### src/vip_pkg.sv
`default_nettype none
package vip_pkg;
	localparam int NUM_VEC       = 36;
	localparam int VEC_W         = 6;
	localparam int ADDR_W        = 21;
	localparam int BASE_W        = 16;
	localparam int BASE_SHIFT    = 7;
	localparam int LVL_W         = 2;
	localparam int ENTRY_WORDS   = 2;
	localparam int TARGET_BITS   = 19;
	localparam logic [15:0] VEC_BASE_RESET = 16'h0000;
	localparam logic [1:0] LVL_FIXED3 = 2'h3;
	localparam logic [1:0] LVL_DBG_MIN = 2'h1;
	localparam logic [1:0] LVL_PER_MAX = 2'h2;
	// vector groups
	localparam int VEC_FIXED_LO  = 2;
	localparam int VEC_FIXED_HI  = 5;
	localparam int VEC_SW2       = 14;
	localparam int VEC_SW1       = 15;
	localparam int VEC_SW0       = 16;
	localparam int VEC_PER_LO    = 17;
	localparam int VEC_FLASH_ERR = 22;
	localparam int VEC_FLASH_CC  = 23;
	localparam int VEC_FLASH_BE  = 24;
	localparam int VEC_CAN_LO    = 26;
	localparam int VEC_CAN_HI    = 29;
	// implemented vectors: 2-7, 9-11, 14-18, 20-24, 26-35
	localparam logic [35:0] VEC_IMPL = 36'hF_FDF7_CEFC;
	localparam logic [35:0] VEC_DEBUG = 36'h0_0000_0EC0;
endpackage : vip_pkg
`default_nettype wire

### src/vip_req_if.sv
`default_nettype none
interface vip_req_if;
	import vip_pkg::*;
	logic [NUM_VEC-1:0] pend;
	logic [NUM_VEC-1:0] ack;
	modport keeper (output pend, input ack);
	modport user   (input pend, output ack);
endinterface : vip_req_if
`default_nettype wire

### src/vip_pend.sv
`default_nettype none
module vip_pend
	import vip_pkg::*;
(
	input  wire logic        clk,
	input  wire logic        rst_n,
	input  wire logic [NUM_VEC-1:0] req,
	vip_req_if.keeper        port
);
	typedef struct packed {
		logic [NUM_VEC-1:0] pend;
	} vip_pend_state_type;
	vip_pend_state_type st_reg;
	vip_pend_state_type st_next;
	always_comb begin
		// set wins over acknowledge; reserved slots masked
		st_next.pend = ((st_reg.pend & ~port.ack) | req) & VEC_IMPL;
	end
	always_ff @(posedge clk or negedge rst_n) begin
		if (!rst_n) begin
			st_reg <= '0;
		end else begin
			st_reg <= st_next;
		end
	end
	assign port.pend = st_reg.pend;
endmodule : vip_pend
`default_nettype wire

### src/vip_top.sv
`default_nettype none
module vip_top
	import vip_pkg::*;
(
	input  wire logic                 CLOCK,
	input  wire logic                 ARST_N,
	input  wire logic                 REQ_ILLEGAL,
	input  wire logic                 REQ_SWI3,
	input  wire logic                 REQ_STACK_OVF,
	input  wire logic                 REQ_MISALIGN,
	input  wire logic [4:0]           REQ_DEBUG,
	input  wire logic [2:0]           REQ_SWI_LOW,
	input  wire logic                 EXTERNAL_REQUEST_A,
	input  wire logic                 EXTERNAL_REQUEST_B,
	input  wire logic                 LOW_VOLTAGE_DETECTOR,
	input  wire logic                 REQ_PLL,
	input  wire logic [2:0]           FLASH_MODULE_REQ,
	input  wire logic [3:0]           CAN_REQ,
	input  wire logic [5:0]           GPIO_REQ,
	input  wire logic [2*NUM_VEC-1:0] LEVEL_CFG,
	input  wire logic [BASE_W-1:0]    VECTOR_BASE_REGISTER,
	input  wire logic [LVL_W-1:0]     CORE_LEVEL,
	input  wire logic                 CORE_ACK,
	output logic                      IRQ_VALID,
	output logic [VEC_W-1:0]          IRQ_VECTOR,
	output logic [LVL_W-1:0]          IRQ_LEVEL,
	output logic [ADDR_W-1:0]         FETCH_ADDR
);
	typedef struct packed {
		logic              valid;
		logic [VEC_W-1:0]  vec;
		logic [LVL_W-1:0]  lvl;
		logic [ADDR_W-1:0] addr;
	} vip_top_state_type;

	vip_top_state_type st_reg;
	vip_top_state_type st_next;
	logic              rst_n;
	// reset release chain lives apart: it is cleared by the pin, not by rst_n
	logic [1:0]        rst_sync_reg;
	logic [NUM_VEC-1:0] req;
	logic [NUM_VEC-1:0] ack;
	logic [LVL_W-1:0]  lvl [NUM_VEC];
	logic [NUM_VEC-1:0] elig [4];
	vip_req_if         rq ();

	always_ff @(posedge CLOCK or negedge ARST_N) begin
		if (!ARST_N) begin
			rst_sync_reg <= 2'h0;
		end else begin
			rst_sync_reg <= {rst_sync_reg[0], 1'b1};
		end
	end
	assign rst_n = rst_sync_reg[1];

	// request vector; vectors 0,1 never requested, overlay only
	always_comb begin
		req = '0;
		req[VEC_FIXED_LO]     = REQ_ILLEGAL;
		req[VEC_FIXED_LO + 1] = REQ_SWI3;
		req[VEC_FIXED_LO + 2] = REQ_STACK_OVF;
		req[VEC_FIXED_HI]     = REQ_MISALIGN;
		req[7:6]   = REQ_DEBUG[1:0];
		req[11:9]  = REQ_DEBUG[4:2];
		req[VEC_SW2] = REQ_SWI_LOW[2];
		req[VEC_SW1] = REQ_SWI_LOW[1];
		req[VEC_SW0] = REQ_SWI_LOW[0];
		req[VEC_PER_LO]     = EXTERNAL_REQUEST_A;
		req[VEC_PER_LO + 1] = EXTERNAL_REQUEST_B;
		req[20] = LOW_VOLTAGE_DETECTOR;
		req[21] = REQ_PLL;
		req[VEC_FLASH_ERR] = FLASH_MODULE_REQ[0];
		req[VEC_FLASH_CC]  = FLASH_MODULE_REQ[1];
		req[VEC_FLASH_BE]  = FLASH_MODULE_REQ[2];
		req[VEC_CAN_HI:VEC_CAN_LO] = CAN_REQ;
		req[35:30] = GPIO_REQ;
	end

	vip_pend u_pend (
		.clk   (CLOCK),
		.rst_n (rst_n),
		.req   (req),
		.port  (rq.keeper)
	);

	// effective level per vector, clamped to allowed range
	genvar g;
	generate
		for (g = 0; g < NUM_VEC; g++) begin : g_lvl
			logic [LVL_W-1:0] c;
			assign c = LEVEL_CFG[2*g +: 2];
			if (g >= VEC_FIXED_LO && g <= VEC_FIXED_HI) begin : g_f
				assign lvl[g] = LVL_FIXED3;
			end else if (VEC_DEBUG[g]) begin : g_d
				assign lvl[g] = (c < LVL_DBG_MIN) ? LVL_DBG_MIN : c;
			end else if (g == VEC_SW2) begin : g_s2
				assign lvl[g] = 2'h2;
			end else if (g == VEC_SW1) begin : g_s1
				assign lvl[g] = 2'h1;
			end else if (g == VEC_SW0) begin : g_s0
				assign lvl[g] = 2'h0;
			end else begin : g_p
				assign lvl[g] = (c > LVL_PER_MAX) ? LVL_PER_MAX : c;
			end
			for (genvar l = 0; l < 4; l++) begin : g_e
				assign elig[l][g] = rq.pend[g] && (lvl[g] == LVL_W'(l));
			end
		end
	endgenerate

	// winner: highest level, then lowest vector; masked below core level
	always_comb begin
		st_next = st_reg;
		st_next.valid = 1'b0;
		ack = '0;
		for (int l = 0; l < 4; l++) begin
			if (elig[l] != '0 && l[LVL_W-1:0] >= CORE_LEVEL) begin
				st_next.valid = 1'b1;
				st_next.lvl = l[LVL_W-1:0];
				for (int v = NUM_VEC - 1; v >= 0; v--) begin
					if (elig[l][v]) begin
						st_next.vec = v[VEC_W-1:0];
					end
				end
			end
		end
		// base shifted to word address, two words per entry
		st_next.addr = ADDR_W'({VECTOR_BASE_REGISTER, {BASE_SHIFT{1'b0}}})
			+ ADDR_W'(ENTRY_WORDS * st_next.vec);
		if (CORE_ACK && st_reg.valid) begin
			ack[st_reg.vec] = 1'b1;
		end
	end
	assign rq.ack = ack;

	always_ff @(posedge CLOCK or negedge rst_n) begin
		if (!rst_n) begin
			st_reg.valid <= 1'b0;
			st_reg.vec   <= '0;
			st_reg.lvl   <= '0;
			st_reg.addr  <= '0;
		end else begin
			st_reg.valid <= st_next.valid & ~(CORE_ACK & st_reg.valid);
			st_reg.vec   <= st_next.vec;
			st_reg.lvl   <= st_next.lvl;
			st_reg.addr  <= st_next.addr;
		end
	end

	assign IRQ_VALID  = st_reg.valid;
	assign IRQ_VECTOR = st_reg.vec;
	assign IRQ_LEVEL  = st_reg.lvl;
	assign FETCH_ADDR = st_reg.addr;
endmodule : vip_top
`default_nettype wire

### config.mk
export PLATFORM = sky130hd
export DESIGN_NAME = vip_top
export DESIGN_NICKNAME = d
export VERILOG_FILES = /design/src/vip_pkg.sv /design/src/vip_req_if.sv /design/src/vip_pend.sv /design/src/vip_top.sv
export SDC_FILE = /design/constraint.sdc
export NUM_CORES = 1
export LEC_CHECK = 0
export CORE_UTILIZATION = 50
export CTS_CLUSTER_DIAMETER = 200
export DETAILED_ROUTE_END_ITERATION = 10
export DONT_BUFFER_PORTS = 1
export PLACE_DENSITY = 0.75
export SLEW_MARGIN = 10
export SYNTH_ARGS = -nofsm -noshare
export SYNTH_HDL_FRONTEND = slang
export SYNTH_SLANG_ARGS = --single-unit
### constraint.sdc
create_clock -name CLOCK -period 2 [get_ports CLOCK]
set_clock_uncertainty 0.2 [all_clocks]
set_input_delay 0.2 -clock CLOCK [delete_from_list [all_inputs] [get_ports CLOCK]]
set_output_delay 0.2 -clock CLOCK [all_outputs]
set_load 0.005 [all_outputs]
## Word level (Yosys, flattened, before mapping)

Index checks and enable logic that the tools add are counted.

- Add/sub/neg operators: 1
- Multiply operators: 0
- Div/mod/pow operators: 0
- $lt $le $gt $ge: 28
- Equal/unequal tests: 66
- Shift-type cells: 0
- Muxes and demuxes: 124
- Bitwise logic cells: 6
- Reduce and logical (&&, ||, !) cells: 121

Operator list:

| operator | count |
|---|---|
| 6-bit 2-to-1 mux | 95 |
| 36-bit nonzero test | 4 |
| 1-bit logical AND | 94 |
| 2-bit equality test (second input constant) | 44 |
| 2-bit by 1-bit equality test with 1-bit output (second input constant) | 22 |
| 2-bit logical NOT | 22 |
| 2-bit 2-to-1 mux | 22 |
| 36-bit bitwise AND | 1 |
| 36-bit 2-to-1 mux | 1 |
| 9-bit 2-to-1 mux | 4 |
| 36-bit NOT | 1 |
| 36-bit bitwise OR | 1 |
| 2-bit greater-than comparator (second input constant) | 17 |
| 21-bit by 7-bit adder with 21-bit output | 1 |
| 2-bit by 1-bit < comparator with 1-bit output (second input constant) | 5 |
| 6-bit by 7-bit < comparator with 1-bit output (second input constant) | 1 |
| 1-bit demux with 6-bit select | 1 |
| 6-bit by 1-bit greater-or-equal comparator with 1-bit output (second input constant) | 1 |
| 1-bit by 2-bit greater-or-equal comparator with 1-bit output (first input constant) | 2 |
| 2-bit greater-or-equal comparator (first input constant) | 2 |
| 4-bit nonzero test | 1 |
| 1-bit bitwise AND | 2 |
| 1-bit 2-to-1 mux | 1 |
| 1-bit NOT | 1 |

- Flip-flop bits (word level): 61
- Latch bits: 0
- Memory bits (writable): 0
- Memory bits (read-only): 0
- Bits of input ports: 122
- Output and inout port bits: 30
- Logic and storage cells: 352
- Memories: 0

## Logic depth before layout (Yosys ltp)

Gate-level depths: netlist of run 1.

- Depth after elaboration: 104
- Mapped depth: 7
- Depth with buffers taken out: 7

## Cells and area by module

A second synthesis of run 1 with hierarchy kept.

- Cells, all modules: 540
- Area, all modules: 4,199.0 µm²

Modules (own cells, without submodules):

| module | times used | cells an instance | area each (µm²) | seq. area each (µm²) |
|---|---|---|---|---|
| vip_top | 1 | 445 | 3,090.5 | 625.6 |
| vip_pend | 1 | 95 | 1,108.6 | 725.7 |

## Worst setup path after synthesis of run 1

No wires, ideal clock.

- Kind: flip-flop to flip-flop
- Start: register u_pend.st_reg, in the netlist u_pend.port.pend[11]
- End: register st_reg, in the netlist IRQ_VECTOR[1]
- Arrival time: 1,848 ps
- Data required time: 1,676 ps
- Slack: -172 ps
- Cell stages (with the launch flop): 8
- Clock period less this slack: 2,172 ps
- Path through: dfrtp_1 -> nor2b_4 -> a211o_4 -> nor4_4 -> a31oi_2 -> a22o_1 -> o21a_1 -> o31a_1

RTL lines:

| element | RTL line | source |
|---|---|---|
| start: declaration | vip_pend.sv:13 | `vip_pend_state_type st_reg;` |
| start signal: assignment | vip_pend.sv:23 | `st_reg <= st_next;` |
| end: declaration | vip_top.sv:36 | `vip_top_state_type st_reg;` |

==> results of run 1 <==
timing repair:
| action | CTS | global route |
|---|---|---|
| resized for setup | 15 | 38 |
| setup endpoints to repair | 9 | 9 |
| hold buffers | 47 | 0 |
| pin swaps | 9 | 25 |
| buffers inserted | 8 | 7 |
| endpoints found under the hold margin | 48 | 0 |
cell type report:
| class | count | area (µm²) | share of cell area, % |
|---|---|---|---|
| well taps | 99 | 124 | 2.25 |
| flip-flops and latches | 54 | 1360 | 24.7 |
| multi-input cells | 350 | 2490 | 45.2 |
| repair buffers | 169 | 1410 | 25.6 |
| inverters | 7 | 26.3 | 0.477 |
| clock inverters | 3 | 28.8 | 0.522 |
| clock buffers | 5 | 68.8 | 1.25 |
critical path: stages, from the launching register on:
cell,delay [ps]
dfrtp_1,440
buf_6,140
nand3b_1,150
nand2_2,140
nor4b_4,380
a31oi_2,170
a22o_1,200
o21a_1,190
o31a_1,230
cell families (layout without fill, tap and decap cells):
group                  Yosys count  count (layout)
flip-flops                      54              54
other                            2               2
buffers and inverters           19             184
AND/OR/NAND/NOR                227             227
AO/OA/AOI/OAI                  121             121
cells in the final DEF, fill, tap and decap left out, drive strengths merged, types with 3 or more instances in the layout:
cell type and instances:
inv 8, nor3b 20, nand3 19, nand2b 7
nand4 8, o31a 3, nand4b 3, a21oi 14
clkbuf 5, nand2 60, a31oi 8, nor4 11
o21bai 4, or2 5, o31ai 3, nor2b 4
nor2 30, o21ai 15, dfrtp 54, a22oi 7
o21a 4, a21o 30, dlygate4sd3 47, nand3b 18
buf 122, and2 6, and3b 10, a211oi 3
nor3 16
power by group:
part | internal, W | switching, W
clock | 0.000264 | 0.000445
sequential | 0.00111 | 0.0000364
combinational | 0.000309 | 0.000266
worst max-delay path by stage:
stage	slack (ps)	from	end	depth (start not counted)
after CTS	-270	u_pend.port.pend[18]	IRQ_VECTOR[1]	7
after floorplan	-170	u_pend.port.pend[11]	IRQ_VECTOR[1]	7
after global routing	-390	u_pend.port.pend[27]	IRQ_VECTOR[1]	8
final	-340	u_pend.port.pend[27]	IRQ_VECTOR[1]	8
after global placement	-320	u_pend.port.pend[17]	IRQ_VECTOR[1]	7
after detailed placement	-320	u_pend.port.pend[17]	IRQ_VECTOR[1]	7
routing by layer:
metal / wire, µm / share of wire, % / GRT usage [%] / vias to the layer above
li1: - / - / - / 1930
met1: 5940 / 40 / 49.9 / 2088
met2: 7170 / 48 / 64.9 / 261
met3: 1310 / 8.8 / 7.65 / 33
met4: 432 / 2.9 / 15.5 / 0
met5: 0 / 0 / 0 / -
through the flow:
step / instances / total power [W] / util [%]
after floorplan: 423 / 0.00141 / -
after global placement: 620 / 0.00161 / 63.7
after detailed placement: 620 / 0.00161 / 63.7
after CTS: 683 / 0.00239 / 73.4
after global routing: 687 / 0.00252 / 76.0
final: 687 / 0.00243 / 76.0
==> results list, run 1 <==
- The flow ran to the end, but the final reports show violations.
* Violations in the final reports: hold timing, setup timing
- The number of antenna diodes in the final layout is 0.
- By area, the combinational part of the netlist is dominated by simple AND/OR/NAND/NOR gates.
- The first global-routing pass estimated 22.4 mm of wire.
- Leakage component of the power: 2.20 nW
- Most repeated cell in the gate-level netlist after synthesis: nand2_1
* Fin crit share: 117%
- Synthesis instantiated 79 different standard cells from the library.
* Skew-Pair Late Insertion Delay: 330 ps
- Final hold slack: -3.94 ps
* Critical setup path kind: reg -> reg
- After layout, the worst setup slack is -342 ps.
- The finished cells cover 5510 µm².
- Largest buffer count on any clock path: 2
- Hpwl dp: 10.8 mm
* Vertical die dimension: 88.4 µm
- Count of buffers from port buffering: 0
- Entering global routing, the biggest net connects 34 pins.
- Fraction of the yosys area taken by sequential cells: 36.2%
- For flop-to-flop paths, the worst setup slack is -340 ps.
- The worst register-to-register path begins at u_pend.port.pend[27].
- IR analysis of the VDD net gives a maximum drop of 0.565 mV.
- Synthesis produced a netlist whose cell count is 423.
* Number of enable-type register cells in the synthesized netlist: 0
* Total congestion overflow: 0
- Min-Delay Startpoint: CORE_LEVEL[1]
- Element type at the critical path end: flip-flop
- Final-layout setup total negative slack: -2230 ps
- Once placement finished, the instance area stood at 4620 µm².
* Total number of nets in the final design: 709
* Fraction of the mapped netlist area in adder cells: 0%
- Area of the core: 7250 µm²
- Io pins: 152
- Number of fill cells: 498
- Instance count along the most critical hold path: 4
- Cell taking the most area after synthesis: dfrtp_1
* Synth Area in Compound Gates: 24.3%
- The register with the most flip-flops in the layout has 29 of them.
- After detailed routing, the total wire length is 14.9 mm.
* Number of synthesized register bits: 54
- # Max-Cap Violations: 0
- Transition time of the tightest slew-check pin: 686 ps
* Number of rows created at floorplan: 31
- Global placer's final weighted congestion: 0.966
- The initial utilization of the core area, before any placement, comes to 51.5%.
- Netlist area before placement: 3730 µm²
- WP data arrival: 2370 ps
* Max-slew violation count: 0
- In this run the remaining antenna-violating nets after routing total 0.
- Buffer cell driving the clock tree root: clkbuf_8
* Wire length per cell after detailed routing: 21.6 µm
- Top cells by area in the synthesized netlist: dfrtp_1 36%, nand2_1 6.0%, a21o_1 5.8%
* Share of cell area taken by muxes after synthesis: 0%
- In this run the tightest slew margin relative to its limit is 54.2%.
* Horiz. Die Dim: 88.4 µm
* Simple-gate share of the synthesized area: 36.3%
- Global router's overall resource usage: 39.0%
- Setup repair after global routing could not meet its margin everywhere.
* Reg2reg path depth: 8
- For hold timing, the worst endpoint is IRQ_VECTOR[4].
* Hold violation total from the final report: 2
- Setup violations remaining at the end of the flow were counted as 9.
- Share of flip-flops with an asynchronous set or reset: 100%
- TritonCTS Buffers: 5
* FF-to-FF End: IRQ_VECTOR[1]
- Layout cell share with drive strength beyond 1: 33.3%
* DP Worst Slack: -321 ps
* Pwr/cell area: 442 nW/µm²
- Relative area change from synthesis to final layout: 47.7%
- The number of global-route vias before repair came to 4,390.
- The first detailed-routing pass took 8 iterations.
* Max frequency: 427 MHz
- Clock tree from TritonCTS: done
- CP startpoint kind: flip-flop
- Clock net sink count: 54
- Via-to-Cell Ratio: 6.28
- Number of design-rule violations left by the first detailed-router iteration: 397
- Dominant synthesized flop cell: dfrtp_1
* Avg Inst Size Synth: 8.83 µm²
- Hold Crit Class: in -> reg
- Number of synthesis warnings: 0
* Commonest cells in the synthesized netlist: 60 x nand2_1, 54 x dfrtp_1, 30 x nor2_1, 29 x a21o_1, 19 x nand3_1
* DR DRC count: 0
* Critical Path RT: 2030 ps
- The detailed router placed 4,312 vias in this run.
- Along the worst path, the maximum fanout reaches 4.
- Net count after synthesis: 545
- The die covers 7820 µm².
* CTS clk-pin slew, worst paths: 120 ps
* H-tree levels: 2
- Summed over its instances, the top area cell type makes up 36.2% of the synthesized netlist area.
- Parity-gate share of the synthesized area counting xor and xnor cells: 0%
- The initial antenna violation count was 0.
- Final min period: 2340 ps
(Power assumes the default switching activity.)
==> inputs of run 2 (changes only) <==
Settings changed: RECOVER_POWER set to 50.
==> results list, run 2 (synthesized netlist as in run 1, its figures left out) <==
- Run status: complete, but fails checks
* Violations in the final reports: hold timing, setup timing
- Across the VDD grid, the largest voltage drop is 0.564 mV.
- The number of global-route vias before repair came to 4,390.
- The smallest clock period supported by the final layout is computed as 2330 ps.
- Hold Crit Class: in -> reg
* CTS clk-pin slew, worst paths: 120 ps
* Top Layer Used: met4
- Row generation in the floorplan step produced 31 rows.
- Setup violations remaining at the end of the flow were counted as 9.
- Critical setup path kind: reg -> reg
- Element type at the critical path end: flip-flop
* Io pins: 152
* Relative area change from synthesis to final layout: 47.3%
- Buffer cell driving the clock tree root: clkbuf_8
- After detailed routing, the met3 layer carries 1.43 mm of wire.
- Dividing the detail-routed wire length by the instance count gives 21.6 µm.
- Entering global routing, the biggest net connects 34 pins.
* Count of antenna diodes in the layout: 0
- Routed Wire Length: 14.9 mm
- Via-to-Cell Ratio: 6.29
- CTS saw 54 sinks.
- STA classifies the critical path startpoint as a flip-flop.
- Final worst-path setup slack: -325 ps
- At the worst endpoint, the required time is 2030 ps.
- The count of nets left with antenna violations once routing finished came out at 0.
- The max-slew violation total from the final report came to 0.
- In this run the standard cell core region covers 7250 µm².
- In this run the tool buffered the top-level ports with 0 buffer cells.
- Length of routed met2 wiring: 7.18 mm
- Adding up every negative setup slack in the final design gives -2120 ps.
* Worst slew margin relative to its limit: 41.8%
- Length of the first detailed-routing pass in iterations: 5
- For this run the aggregate overflow at the end of global routing stands at 0.
- At the end of the flow, the number of nets in the layout was 709.
- Total number of vias: 4,318
- OpenSTA, run right after detailed placement, puts the worst setup slack at -321 ps.
* Max frequency: 430 MHz
* Number of antenna violations at the first check in global routing: 0
- Horiz. Die Dim: 88.4 µm
- Transition time of the tightest slew-check pin: 873 ps
- The number of placed instances, taps included, is 620.
- Vertical die dimension: 88.4 µm
- The library cells used most frequently in the layout, excluding fill and tap cells, are 117 x buf_4, 58 x nand2_1, 48 x dfrtp_1.
- The number of clock buffers added by TritonCTS is 5.
* WP data arrival: 2360 ps
* Global router's overall resource usage: 39.0%
- H-tree levels: 2
- Unrepaired setup endpoints after global routing: yes
* Final hold slack: -3.77 ps
* Hpwl dp: 10.8 mm
* Area of the die: 7820 µm²
* Hold violation total from the final report: 2
* Launch point of the worst reg-to-reg path: u_pend.port.pend[27]
* Layout cell share with drive strength beyond 1: 33.2%
- Routability-driven placement finished with a final weighted congestion of 0.966.
- Clock tree from TritonCTS: done
- Of the available clock period, the critical path in the final layout requires 116%.
* Final cell count without fillers: 687
* # Max-Cap Violations: 0
- The register with the most flip-flops in the layout has 29 of them.
- In the routed design, unresolved DRC markers number 0.
- For this design the ratio of total power to cell area is 443 nW/µm².
- Clock latency on the worst-skew pair, taken at its later pin, is 330 ps.
* Min-Delay Startpoint: CORE_LEVEL[1]
- Number of design-rule violations left by the first detailed-router iteration: 418
- Leading cell type in the layout, fill and taps excluded: buf_4
- Once the floorplan was initialized, standard cells occupied 51.5% of the core.
- Largest buffer count on any clock path: 2
* Leakage component of the power: 2.20 nW
* Wire length of the first global-routing pass: 22.4 mm
- For this block, wires on met1 add up to 5.82 mm.
* Source of the critical timing path: u_pend.port.pend[27]
- Of all nets on the critical path, the largest fanout is 4.
## run 2: cell count changes in the layout (fill, tap and decap cells not counted), sizes merged
cell	delta
buf	-1
clkbuf	+1
## run 2: path summary, 6_finish.rpt
path,cells after the start,slack [ps],endpoint
max in group asynchronous,1,370,u_pend.port.pend[35]
min reg2reg,0,160,u_pend.port.pend[5]
max reg2reg,8,-330,IRQ_VECTOR[1]
max,8,-330,IRQ_VECTOR[1]
min,4,-4,IRQ_VECTOR[4]
min in group asynchronous,0,160,u_pend.port.pend[5]
## run 2: metrics by stage
stage                     cell area, µm²  util, %  power (W)
after floorplan                     3740        -    0.00141
after global placement              4620     63.7    0.00161
after detailed placement            4620     63.7    0.00161
after CTS                           5320     73.4    0.00239
after global routing                5500     75.8    0.00251
final                               5500     75.8    0.00243
## run 2: where the power goes
part	switching, W	internal, W	leakage (nW)	total (W)
clock	0.000448	0.000264	0.0506	0.000711
sequential	0.0000359	0.00111	0.546	0.00115
combinational	0.000266	0.000306	1.60	0.000572
## run 2: timing repair
item | 4_1_cts | 5_1_grt
setup endpoints to repair | 9 | 9
gates resized for setup | 15 | 38
hold buffers | 47 | 0
buffers inserted | 8 | 7
hold endpoints to repair | 48 | 0
pin swaps | 9 | 25
## run 2: final cells by class
class                   count  area [µm²]
clock buffers               5        68.8
clock inverters             3        28.8
fillers                   500        1750
inverters                   7        26.3
multi-input cells         350        2490
flip-flops and latches     54        1360
well taps                  99         124
repair buffers            169        1400
## run 2: critical path, stage by stage (launching register included)
cell	delay (ps)
dfrtp_1	440
buf_6	140
nand3b_1	150
nand2_2	140
nor4b_4	370
a31oi_2	170
a22o_1	200
o21a_1	190
o31a_1	230
## run 2: metal layers
layer / vias up / track usage, %
met5: - / 0
li1: 1929 / -
met1: 2092 / 49.9
met2: 263 / 64.9
met4: 0 / 15.5
met3: 34 / 7.65
